`src/inc/pcr_pkg.sv`:
```
/*
 * Constants shared by the low-address control register bank and its
 * forwarding link to the VCO subsystem.
 * Assumes one system clock and a host that frames the serial port correctly.
 */
package pcr_pkg;

    // Register addresses
    localparam logic [4:0] ADDR_ID_RDPTR = 5'h00;
    localparam logic [4:0] ADDR_ENABLE = 5'h01;
    localparam logic [4:0] ADDR_REFDIV = 5'h02;
    localparam logic [4:0] ADDR_INTDIV = 5'h03;
    localparam logic [4:0] ADDR_FRACDIV = 5'h04;
    localparam logic [4:0] ADDR_VCO_PORT = 5'h05;

    // Register widths
    localparam int DATA_W = 24;
    localparam int ENABLE_W = 10;
    localparam int REFDIV_W = 14;
    localparam int INTDIV_W = 19;
    localparam int FRACDIV_W = 24;
    localparam int VCO_WORD_W = 16;
    localparam int KEEP_W = 6;

    // Reset values
    localparam logic [9:0] ENABLE_RST = 10'h002;
    localparam logic [13:0] REFDIV_RST = 14'h0001;
    localparam logic [18:0] INTDIV_RST = 19'h0_0019;
    localparam logic [23:0] FRACDIV_RST = 24'h00_0000;
    localparam logic [15:0] VCO_PORT_RST = 16'h0000;

    // Address zero write fields
    localparam int RDPTR_LSB = 0;
    localparam int RDPTR_MSB = 4;
    localparam int SOFT_RESET_BIT = 5;

    // Enable register fields
    localparam int PIN_SELECT_BIT = 0;
    localparam int REG_ENABLE_BIT = 1;
    localparam int KEEP_LSB = 2;
    localparam int KEEP_MSB = 7;

    // Indirect port fields
    localparam int VCO_ID_LSB = 0;
    localparam int VCO_ID_MSB = 2;
    localparam int VCO_RA_LSB = 3;
    localparam int VCO_RA_MSB = 6;
    localparam int VCO_DATA_LSB = 7;
    localparam int VCO_DATA_MSB = 15;
    localparam int VCO_DATA_W = 9;

    // Serial frame: 24 data, 5 address, 3 chip address
    localparam int FRAME_BITS = 32;
    localparam int FRAME_CNT_W = 6;
    localparam int FRAME_ADDR_LSB = 3;
    localparam int FRAME_ADDR_MSB = 7;
    localparam int FRAME_DATA_LSB = 8;
    localparam logic [2:0] CHIP_ADDR = 3'h0;

    // Link rate selector width
    localparam int RATE_W = 2;

endpackage

```
`src/rtl/pcr_regs.sv`:
```
/*
 * Low-address control register bank of the synthesizer: identification,
 * read pointer and soft reset, enable and keep-on bits, the divider words
 * and the indirect VCO port with its forwarding link. Registers are
 * reached over the open-mode serial port pins.
 * Assumes pins are asynchronous to clk_sys and far slower than it.
 */
// Functional notes
// RQ1 - Each indirect port write starts a forward
// RQ2 - Port word: id, register address, data
// RQ3 - Calibration overwrites only the data field
// RQ4 - Host restores address field before recalibration
// RQ5 - Port read returns last forwarded word
// RQ6 - Host rewrites switch settings before reset
// RQ7 - Host clears tune bit for manual reset
// RQ8 - Address zero reads fixed identification code
// RQ9 - Address zero write latches read pointer
// RQ10 - Bit five soft-resets the serial port; code only clears the read pointer to zero
// RQ11 - Enable from pin or register bit
// RQ12 - Keep-on bits hold blocks powered
// RQ13 - Reference divider is fourteen bits
// RQ14 - Host keeps integer divider in range
// RQ15 - Fractional divider is 24-bit unsigned
// RQ16 - Defined reset values for all registers
// RQ17 - Link shifts packet MSB first
// RQ18 - Link rate selected by two bits
// RQ19 - Host waits for forward to finish
`timescale 1ns/1ps

module pcr_regs #(
    // Arbitrary neutral identification value
    parameter logic [23:0] IDENT_CODE = 24'h00_1234
) (
    // Clock and reset
    input wire logic clk_sys,
    input wire logic nrst,
    // Serial port pins
    input wire logic sclk,
    input wire logic sdi,
    input wire logic sen,
    output logic sdo,
    output logic sdo_oe,
    // Chip enable pin and derived power controls
    input wire logic chip_enable_pin,
    output logic synth_enable,
    output logic [5:0] block_power,
    // Divider words
    output logic [13:0] ref_divider,
    output logic [18:0] int_divider,
    output logic [23:0] frac_divider,
    // Calibration controller data
    input wire logic cal_load,
    input wire logic [8:0] cal_data,
    // Internal VCO link
    input wire logic [1:0] link_rate_sel,
    output logic vco_link_clk,
    output logic vco_link_data,
    output logic vco_link_frame,
    output logic vco_link_busy
);

    // Two-flop synchronisers: sclk, sdi, sen, chip enable
    logic [3:0] sync1_q;
    logic [3:0] sync2_q;
    logic sclk_prev_q;
    logic sen_prev_q;
    logic sclk_s;
    logic sdi_s;
    logic sen_s;
    logic pin_s;
    logic sclk_rise;
    logic sen_rise;
    logic sen_fall;

    logic [31:0] shift_in_q;
    logic [5:0] bit_cnt_q;
    logic [23:0] shift_out_q;
    logic [4:0] rd_ptr_q;

    logic wr_stb;
    logic [4:0] wr_addr;
    logic [23:0] wr_data;
    logic [23:0] rd_data;

    logic [9:0] enable_q;
    logic [13:0] refdiv_q;
    logic [18:0] intdiv_q;
    logic [23:0] fracdiv_q;
    logic [15:0] vco_port_q;
    logic host_port_wr;
    logic fwd_pend_q;
    logic fwd_accept;

    // Reset to idle pin levels (sen high) so no false frame edge follows reset
    always_ff @(posedge clk_sys or negedge nrst) begin
        if (!nrst) begin
            sync1_q <= 4'h4;
            sync2_q <= 4'h4;
        end else begin
            sync1_q <= {chip_enable_pin, sen, sdi, sclk};
            sync2_q <= sync1_q;
        end
    end

    assign sclk_s = sync2_q[0];
    assign sdi_s = sync2_q[1];
    assign sen_s = sync2_q[2];
    assign pin_s = sync2_q[3];

    // Idle SEN is high so no frame is seen out of reset
    always_ff @(posedge clk_sys or negedge nrst) begin
        if (!nrst) begin
            sclk_prev_q <= 1'b0;
            sen_prev_q <= 1'b1;
        end else begin
            sclk_prev_q <= sclk_s;
            sen_prev_q <= sen_s;
        end
    end

    assign sclk_rise = sclk_s & ~sclk_prev_q & ~sen_s;
    assign sen_rise = sen_s & ~sen_prev_q;
    assign sen_fall = ~sen_s & sen_prev_q;

    // Frame shifter: data, register address, chip address, MSB first
    always_ff @(posedge clk_sys or negedge nrst) begin
        if (!nrst) begin
            shift_in_q <= 32'h0000_0000;
            bit_cnt_q <= 6'h00;
        end else if (sen_fall) begin
            shift_in_q <= 32'h0000_0000;
            bit_cnt_q <= 6'h00;
        end else if (sclk_rise) begin
            shift_in_q <= {shift_in_q[30:0], sdi_s};
            // Saturate so an overlong frame is not mistaken for a good one
            if (bit_cnt_q != 6'h3F) begin
                bit_cnt_q <= 6'(bit_cnt_q + 6'h01);
            end
        end
    end

    assign wr_addr = shift_in_q[pcr_pkg::FRAME_ADDR_MSB:pcr_pkg::FRAME_ADDR_LSB];
    assign wr_data = shift_in_q[31:pcr_pkg::FRAME_DATA_LSB];
    assign wr_stb = sen_rise
        && (bit_cnt_q == 6'(pcr_pkg::FRAME_BITS))
        && (shift_in_q[2:0] == pcr_pkg::CHIP_ADDR);

    // Read data of the pointed register, loaded when the frame opens
    always_ff @(posedge clk_sys or negedge nrst) begin
        if (!nrst) begin
            shift_out_q <= 24'h00_0000;
        end else if (sen_fall) begin
            shift_out_q <= rd_data;
        end else if (sclk_rise) begin
            shift_out_q <= {shift_out_q[22:0], 1'b0};
        end
    end

    assign sdo = shift_out_q[23];
    assign sdo_oe = ~sen_s;

    // Address zero write: read pointer and soft reset
    always_ff @(posedge clk_sys or negedge nrst) begin
        if (!nrst) begin
            rd_ptr_q <= 5'h00;
        end else if (wr_stb && wr_addr == pcr_pkg::ADDR_ID_RDPTR) begin
            if (wr_data[pcr_pkg::SOFT_RESET_BIT]) begin
                rd_ptr_q <= 5'h00; // RQ10
            end else begin
                rd_ptr_q <= wr_data[pcr_pkg::RDPTR_MSB:pcr_pkg::RDPTR_LSB]; // RQ9
            end
        end
    end

    always_comb begin
        if (rd_ptr_q == pcr_pkg::ADDR_ID_RDPTR) begin
            rd_data = IDENT_CODE; // RQ8
        end else if (rd_ptr_q == pcr_pkg::ADDR_ENABLE) begin
            rd_data = {14'h0000, enable_q};
        end else if (rd_ptr_q == pcr_pkg::ADDR_REFDIV) begin
            rd_data = {10'h000, refdiv_q};
        end else if (rd_ptr_q == pcr_pkg::ADDR_INTDIV) begin
            rd_data = {5'h00, intdiv_q};
        end else if (rd_ptr_q == pcr_pkg::ADDR_FRACDIV) begin
            rd_data = fracdiv_q;
        end else if (rd_ptr_q == pcr_pkg::ADDR_VCO_PORT) begin
            rd_data = {8'h00, vco_port_q}; // RQ5
        end else begin
            rd_data = 24'h00_0000;
        end
    end

    always_ff @(posedge clk_sys or negedge nrst) begin
        if (!nrst) begin
            enable_q <= pcr_pkg::ENABLE_RST; // RQ16
        end else if (wr_stb && wr_addr == pcr_pkg::ADDR_ENABLE) begin
            enable_q <= wr_data[pcr_pkg::ENABLE_W-1:0];
        end
    end

    always_ff @(posedge clk_sys or negedge nrst) begin
        if (!nrst) begin
            refdiv_q <= pcr_pkg::REFDIV_RST; // RQ16
        end else if (wr_stb && wr_addr == pcr_pkg::ADDR_REFDIV) begin
            refdiv_q <= wr_data[pcr_pkg::REFDIV_W-1:0]; // RQ13
        end
    end

    // Range of the integer word is the host's to respect
    always_ff @(posedge clk_sys or negedge nrst) begin
        if (!nrst) begin
            intdiv_q <= pcr_pkg::INTDIV_RST; // RQ16
        end else if (wr_stb && wr_addr == pcr_pkg::ADDR_INTDIV) begin
            intdiv_q <= wr_data[pcr_pkg::INTDIV_W-1:0];
        end
    end

    always_ff @(posedge clk_sys or negedge nrst) begin
        if (!nrst) begin
            fracdiv_q <= pcr_pkg::FRACDIV_RST; // RQ16
        end else if (wr_stb && wr_addr == pcr_pkg::ADDR_FRACDIV) begin
            fracdiv_q <= wr_data[pcr_pkg::FRACDIV_W-1:0]; // RQ15
        end
    end

    assign host_port_wr = wr_stb && (wr_addr == pcr_pkg::ADDR_VCO_PORT);

    // Host write wins over a calibration update in the same cycle
    always_ff @(posedge clk_sys or negedge nrst) begin
        if (!nrst) begin
            vco_port_q <= pcr_pkg::VCO_PORT_RST; // RQ16
        end else if (host_port_wr) begin
            vco_port_q <= wr_data[pcr_pkg::VCO_WORD_W-1:0]; // RQ2
        end else if (cal_load) begin
            vco_port_q[pcr_pkg::VCO_DATA_MSB:pcr_pkg::VCO_DATA_LSB] <= cal_data; // RQ3
        end
    end

    // Pending forward; a new request wins over the accept
    always_ff @(posedge clk_sys or negedge nrst) begin
        if (!nrst) begin
            fwd_pend_q <= 1'b0;
        end else begin
            fwd_pend_q <= host_port_wr | cal_load | (fwd_pend_q & ~fwd_accept); // RQ1
        end
    end

    // A write landing mid-transfer is sent afterwards with the latest word
    assign fwd_accept = fwd_pend_q & ~vco_link_busy;

    pcr_vco_link_tx #(
        .WIDTH(pcr_pkg::VCO_WORD_W)
    ) u_link (
        .clk_sys(clk_sys),
        .nrst(nrst),
        .start(fwd_accept),
        .word(vco_port_q),
        .rate_sel(link_rate_sel), // RQ18
        .busy(vco_link_busy),
        .link_clk(vco_link_clk),
        .link_data(vco_link_data),
        .link_frame(vco_link_frame)
    );

    assign synth_enable = enable_q[pcr_pkg::PIN_SELECT_BIT]
        ? pin_s : enable_q[pcr_pkg::REG_ENABLE_BIT]; // RQ11
    assign block_power = {pcr_pkg::KEEP_W{synth_enable}}
        | enable_q[pcr_pkg::KEEP_MSB:pcr_pkg::KEEP_LSB]; // RQ12
    assign ref_divider = refdiv_q;
    assign int_divider = intdiv_q;
    assign frac_divider = fracdiv_q;

endmodule

```
`src/rtl/pcr_vco_link_tx.sv`:
```
/*
 * Serialiser that forwards one indirect port word to the VCO subsystem,
 * MSB first, with a divided link clock.
 * Assumes start is a one-cycle pulse given only while busy is low.
 */
`timescale 1ns/1ps

module pcr_vco_link_tx #(
    parameter int WIDTH = 16
) (
    // Clock and reset
    input wire logic clk_sys,
    input wire logic nrst,
    // Request side
    input wire logic start,
    input wire logic [WIDTH-1:0] word,
    input wire logic [1:0] rate_sel,
    output logic busy,
    // Link pins
    output logic link_clk,
    output logic link_data,
    output logic link_frame
);

    typedef enum logic [0:0] {
        PCR_LINK_IDLE = 1'b0,
        PCR_LINK_SHIFT = 1'b1
    } pcr_link_e;

    pcr_link_e state_q;
    logic [WIDTH-1:0] shreg_q;
    logic [7:0] bit_q;
    logic [3:0] div_q;
    logic clk_q;
    logic [3:0] half_period;

    // Half period of 1, 2, 4 or 8 system cycles
    assign half_period = 4'(4'h1 << rate_sel);

    always_ff @(posedge clk_sys or negedge nrst) begin
        if (!nrst) begin
            state_q <= PCR_LINK_IDLE;
            shreg_q <= '0;
            bit_q <= 8'h00;
            div_q <= 4'h0;
            clk_q <= 1'b0;
        end else begin
            case (state_q)
                PCR_LINK_IDLE: begin
                    clk_q <= 1'b0;
                    if (start) begin
                        state_q <= PCR_LINK_SHIFT;
                        shreg_q <= word;
                        bit_q <= 8'h00;
                        div_q <= 4'(half_period - 4'h1);
                    end
                end
                PCR_LINK_SHIFT: begin
                    if (div_q == 4'h0) begin
                        div_q <= 4'(half_period - 4'h1);
                        clk_q <= ~clk_q;
                        // Data moves on the falling edge, stable at the rising one
                        if (clk_q) begin
                            if (bit_q == 8'(WIDTH - 1)) begin
                                state_q <= PCR_LINK_IDLE;
                            end else begin
                                shreg_q <= {shreg_q[WIDTH-2:0], 1'b0}; // RQ17
                                bit_q <= 8'(bit_q + 8'h01);
                            end
                        end
                    end else begin
                        div_q <= 4'(div_q - 4'h1);
                    end
                end
                default: begin
                    state_q <= PCR_LINK_IDLE;
                end
            endcase
        end
    end

    assign busy = (state_q == PCR_LINK_SHIFT);
    assign link_clk = clk_q;
    assign link_data = shreg_q[WIDTH-1]; // RQ17
    assign link_frame = (state_q == PCR_LINK_SHIFT);

endmodule

```
`config.mk`:
```
export PLATFORM = sky130hd
export DESIGN_NAME = pcr_regs
export DESIGN_NICKNAME = d
export VERILOG_FILES = /design/src/inc/pcr_pkg.sv /design/src/rtl/pcr_regs.sv /design/src/rtl/pcr_vco_link_tx.sv
export SDC_FILE = /design/constraint.sdc
export NUM_CORES = 1
export LEC_CHECK = 0
export BUFFER_PORTS_ARGS = -buffer_cell sky130_fd_sc_hd__buf_2
export CORE_MARGIN = 5
export CORE_UTILIZATION = 55
export DETAILED_ROUTE_END_ITERATION = 12
export PLACE_DENSITY = 0.75
export SLEW_MARGIN = 0
export SYNTH_ARGS = -nofsm -noshare
export SYNTH_HDL_FRONTEND = slang
export SYNTH_SLANG_ARGS = --single-unit
export TNS_END_PERCENT = 50
```
`constraint.sdc`:
```
create_clock -name clk_sys -period 6.6 [get_ports clk_sys]
set_input_delay 0.66 -clock clk_sys [delete_from_list [all_inputs] [get_ports clk_sys]]
set_output_delay 0.66 -clock clk_sys [all_outputs]
set_load 0.05 [all_outputs]
```
==> key figures <==
Finish
  • P&R area growth vs syn: 13.1%
  • Nets@finish: approximately 870
  • Area of the multi-input gates: about 0.0038 mm^2
  • Number of fill cells: 1,236
  • N_diodes: 0
  • Finished Cell Area: just over 0.01 mm^2
  • Register Area: between 0.004 and 0.005 mm^2
  • Share of cells above drive strength 1: 0.307

Power
  • Logic pwr share: 0.117
  • Clock share of power: 0.393
  • VDD IR-drop max: between 150 and 200 uV
  • Cell-internal power: a little over 0.002 W
  • P_leak: 4.77 nW
  • Switching Fraction: 0.252
  • Psw: roughly 0.00068 W
  • Sequential share of power: 0.490
  • Pwr dens: about 270 mW/mm^2

Global route
  • Grt total ovfl: 0
  • First-pass GRT wire length: ~35,000 um
  • Initial antenna violation count: 0
  • Largest net degree at the start of global routing: ~110
  • Total GRT Usage: 0.243
  • Vias in the first global route: approximately 6,400

Logic synthesis
  • Post-Syn Area: between 0.008 and 0.009 mm^2
  • Netlist cell types: 60
  • Syn avg cell area: between 10 and 15 um^2
  • Synth area leaders: dfrtp_1 51%, mux2_2 13%, nand2_1 4.0%, mux2_4 3.4%, a21oi_1 2.8%
  • Main synth FF type: dfrtp_1
  • Post-synth EDFFs: 0
  • Post-synth top area cell: dfrtp_1
  • Register area share after synthesis: 0.535
  • Synth warnings: 0
  • Area share of the largest cell type after synthesis: 0.512
  • Post-synthesis register bit count: 191
  • Post-synthesis net count: 804
  • Cells after synthesis: roughly 800
  • Asr flop ratio synth: 1.00

Setup path
  • Kind of critical path: flip-flop to flip-flop
  • CP Launch Type: flip-flop
  • CP endpoint kind: flip-flop
  • CP arrival: approximately 3.2 ns
  • Crit Path Max Fanout: 15
  • Worst endpoint required time: between 6 and 7 ns

Floorplanning
  • Die Ht: 138 um
  • Core area: between 0.015 and 0.02 mm^2
  • Die area: between 0.015 and 0.02 mm^2
  • FP Rows: 46
  • Initial Utilization: 0.561
  • Die width: 138 um
  • IO Pins: 88

Drt
  • WL/cell: between 20 and 25 um
  • Via count: between 6,000 and 7,000
  • Drt via density: roughly 6
  • DR pass1 iterations: 5
  • Number of DRC markers in iteration 0: roughly 700
  • ANT nets after route: 0
  • Final WL: 22,100 um
  • Residual DRC: 0

CTS
  • Reg clk slew, reported paths: ~0.07 ns
  • CTS resizes: 0
  • Clk_lat worst skew: 0.43 ns
  • Clock tree buffer depth: 2
  • CTS H-tree lvls: 4
  • Hold buffers post-CTS: 0
  • TritonCTS clock tree: yes
  • CTS Sinks: roughly 190
  • Total setup buffers inserted after CTS: 0
  • CTS Buf Count: 17
  • Clock Tree Root: clkbuf_16

Hold path
  • Min-delay worst type: input pin to asynchronous set/reset pin

STA
  • RSZ-0062 raised after global routing: no
  • Highest clock rate: ~350 MHz
  • Worst slew pin tran: ~1.3 ns
  • Final hold vios: 0
  • Max Slew Vio Count: 0
  • Tmin final: approximately 2.9 ns
  • Setup TNS: 0 ns
  • Part of the cycle the worst path needs: 0.435
  • Setup violations, final: 0
  • Clk_skew: 0.00957 ns
  • Worst relative slew slack: 0.143

Place
  • Post-Place Cell Area: about 0.0095 mm^2
  • IO buf count: between 80 and 90
  • GP Congestion: 0.916
  • Post-DP HPWL: around 15,000 um

Flow run
  • Max-cap violations: 0

Outcome
  • Outcome: finished, final reports clean
==> power groups by stage <==
stage	clock [W]	combinational [W]	sequential, W
after floorplan	0	0.000215	0.00135
after global placement	0	0.000299	0.00134
after CTS	0.00108	0.000320	0.00133
after global routing	0.00113	0.000352	0.00134
after detailed placement	0	0.000320	0.00135
final	0.00107	0.000316	0.00133
==> metal layers <==
layer,track usage,vias to the layer above,share of wire,wire length (um)
li1,-,2950,-,-
met1,0.341,3285,0.44,9690
met2,0.386,263,0.48,10700
met3,0.0541,32,0.064,1420
met4,0.0621,0,0.015,342
met5,0,-,0,0
==> critical path, cell delays in order (launching register included) <==
cell	delay, ns
dfrtp_1	0.43
or4_1	0.60
o211ai_1	0.67
nand2_1	0.59
mux2_2	0.44
==> layout make-up <==
| type | count | share of cell area |
|---|---|---|
| Clock buffer | 23 | 0.0473 |
| Tap cell | 216 | 0.0267 |
| Inverter | 20 | 0.00742 |
| Multi-Input combinational cell | 523 | 0.381 |
| Clock inverter | 9 | 0.0131 |
| Timing Repair Buffer | 97 | 0.0513 |
| Sequential cell | 191 | 0.474 |
==> flip-flops by register name (all words and copies together), names as in the netlist, 4 cells and up <==
name / count
bit_cnt_q: 6
enable_q: 10
frac_divider: 24
int_divider: 19
rd_ptr_q: 5
ref_divider: 14
shift_in_q: 32
shift_out_q: 24
sync1_q: 4
sync2_q: 4
u_link.bit_q: 8
u_link.div_q: 4
u_link.shreg_q: 16
vco_port_q: 16
==> cells in the mapped netlist, types with 9 or more instances <==
cell type and count:
nand2_1 96, a221oi_1 21, mux2i_1 19, mux2_4 20
o21ai_0 25, mux2_2 100, a21oi_1 50, nand2b_1 23
nor3_1 9, nand3_1 12, clkbuf_1 31, nor2_1 30
o211ai_1 9, dfrtp_1 183, nor2b_1 12, or4_1 11
inv_1 20
==> per-stage QoR <==
step	hold WS (ns)	total power, W	util	instances	worst slack (ns)
CTS	0.311	0.00272	0.634	1079	3.78
global placement	0.336	0.00164	0.596	1047	3.91
global route	0.304	0.00282	0.634	1079	3.60
floorplan	0.331	0.00156	-	782	4.30
finish	0.319	0.00271	0.634	1079	3.73
detailed placement	0.346	0.00167	0.596	1047	3.79
==> logic make-up after synthesis <==
group,synth area share
AND/OR/NAND/NOR,0.126
adder cells (fa/ha/maj),0.00560
flip-flops,0.535
multiplexers,0.181
buffers and inverters,0.0351
XOR/XNOR,0.00392
AO/OA/AOI/OAI,0.113
==> placed cells by master, fill, tap and decap left out, drive strengths merged, types with 8 or more instances in the layout <==
cell type	synthesis	routed
a21oi	50	50
nor3	11	11
o211ai	9	9
clkbuf	31	24
buf	17	96
nor2b	12	12
o21ai	25	25
nand3	12	12
dfstp	8	8
mux2i	19	19
dfrtp	183	183
nand2	96	96
inv	20	21
or4	12	12
a221oi	21	21
mux2	120	120
nor2	30	30
nand2b	23	23
==> final timing paths <==
check | start | end | slack (ns) | depth (start not counted)
worst max-delay path | u_link.bit_q[5]$_DFFE_PN0P_ | u_link.shreg_q[5]$_DFFE_PN0P_ | 3.73 | 4
worst min-delay path | nrst | frac_divider[6]$_DFFE_PN0P_ | 0.32 | 1
worst max register to register | u_link.bit_q[5]$_DFFE_PN0P_ | u_link.shreg_q[5]$_DFFE_PN0P_ | 3.73 | 4
worst min register to register | sync1_q[0]$_DFF_PN0_ | sync2_q[0]$_DFF_PN0_ | 0.36 | 0
max in group asynchronous | nrst | shift_out_q[21]$_DFFE_PN0P_ | 4.77 | 2
min in group clk_sys | sen | sync1_q[2]$_DFF_PN1_ | 0.33 | 1
Note: power is estimated with default switching activity, not from simulation.
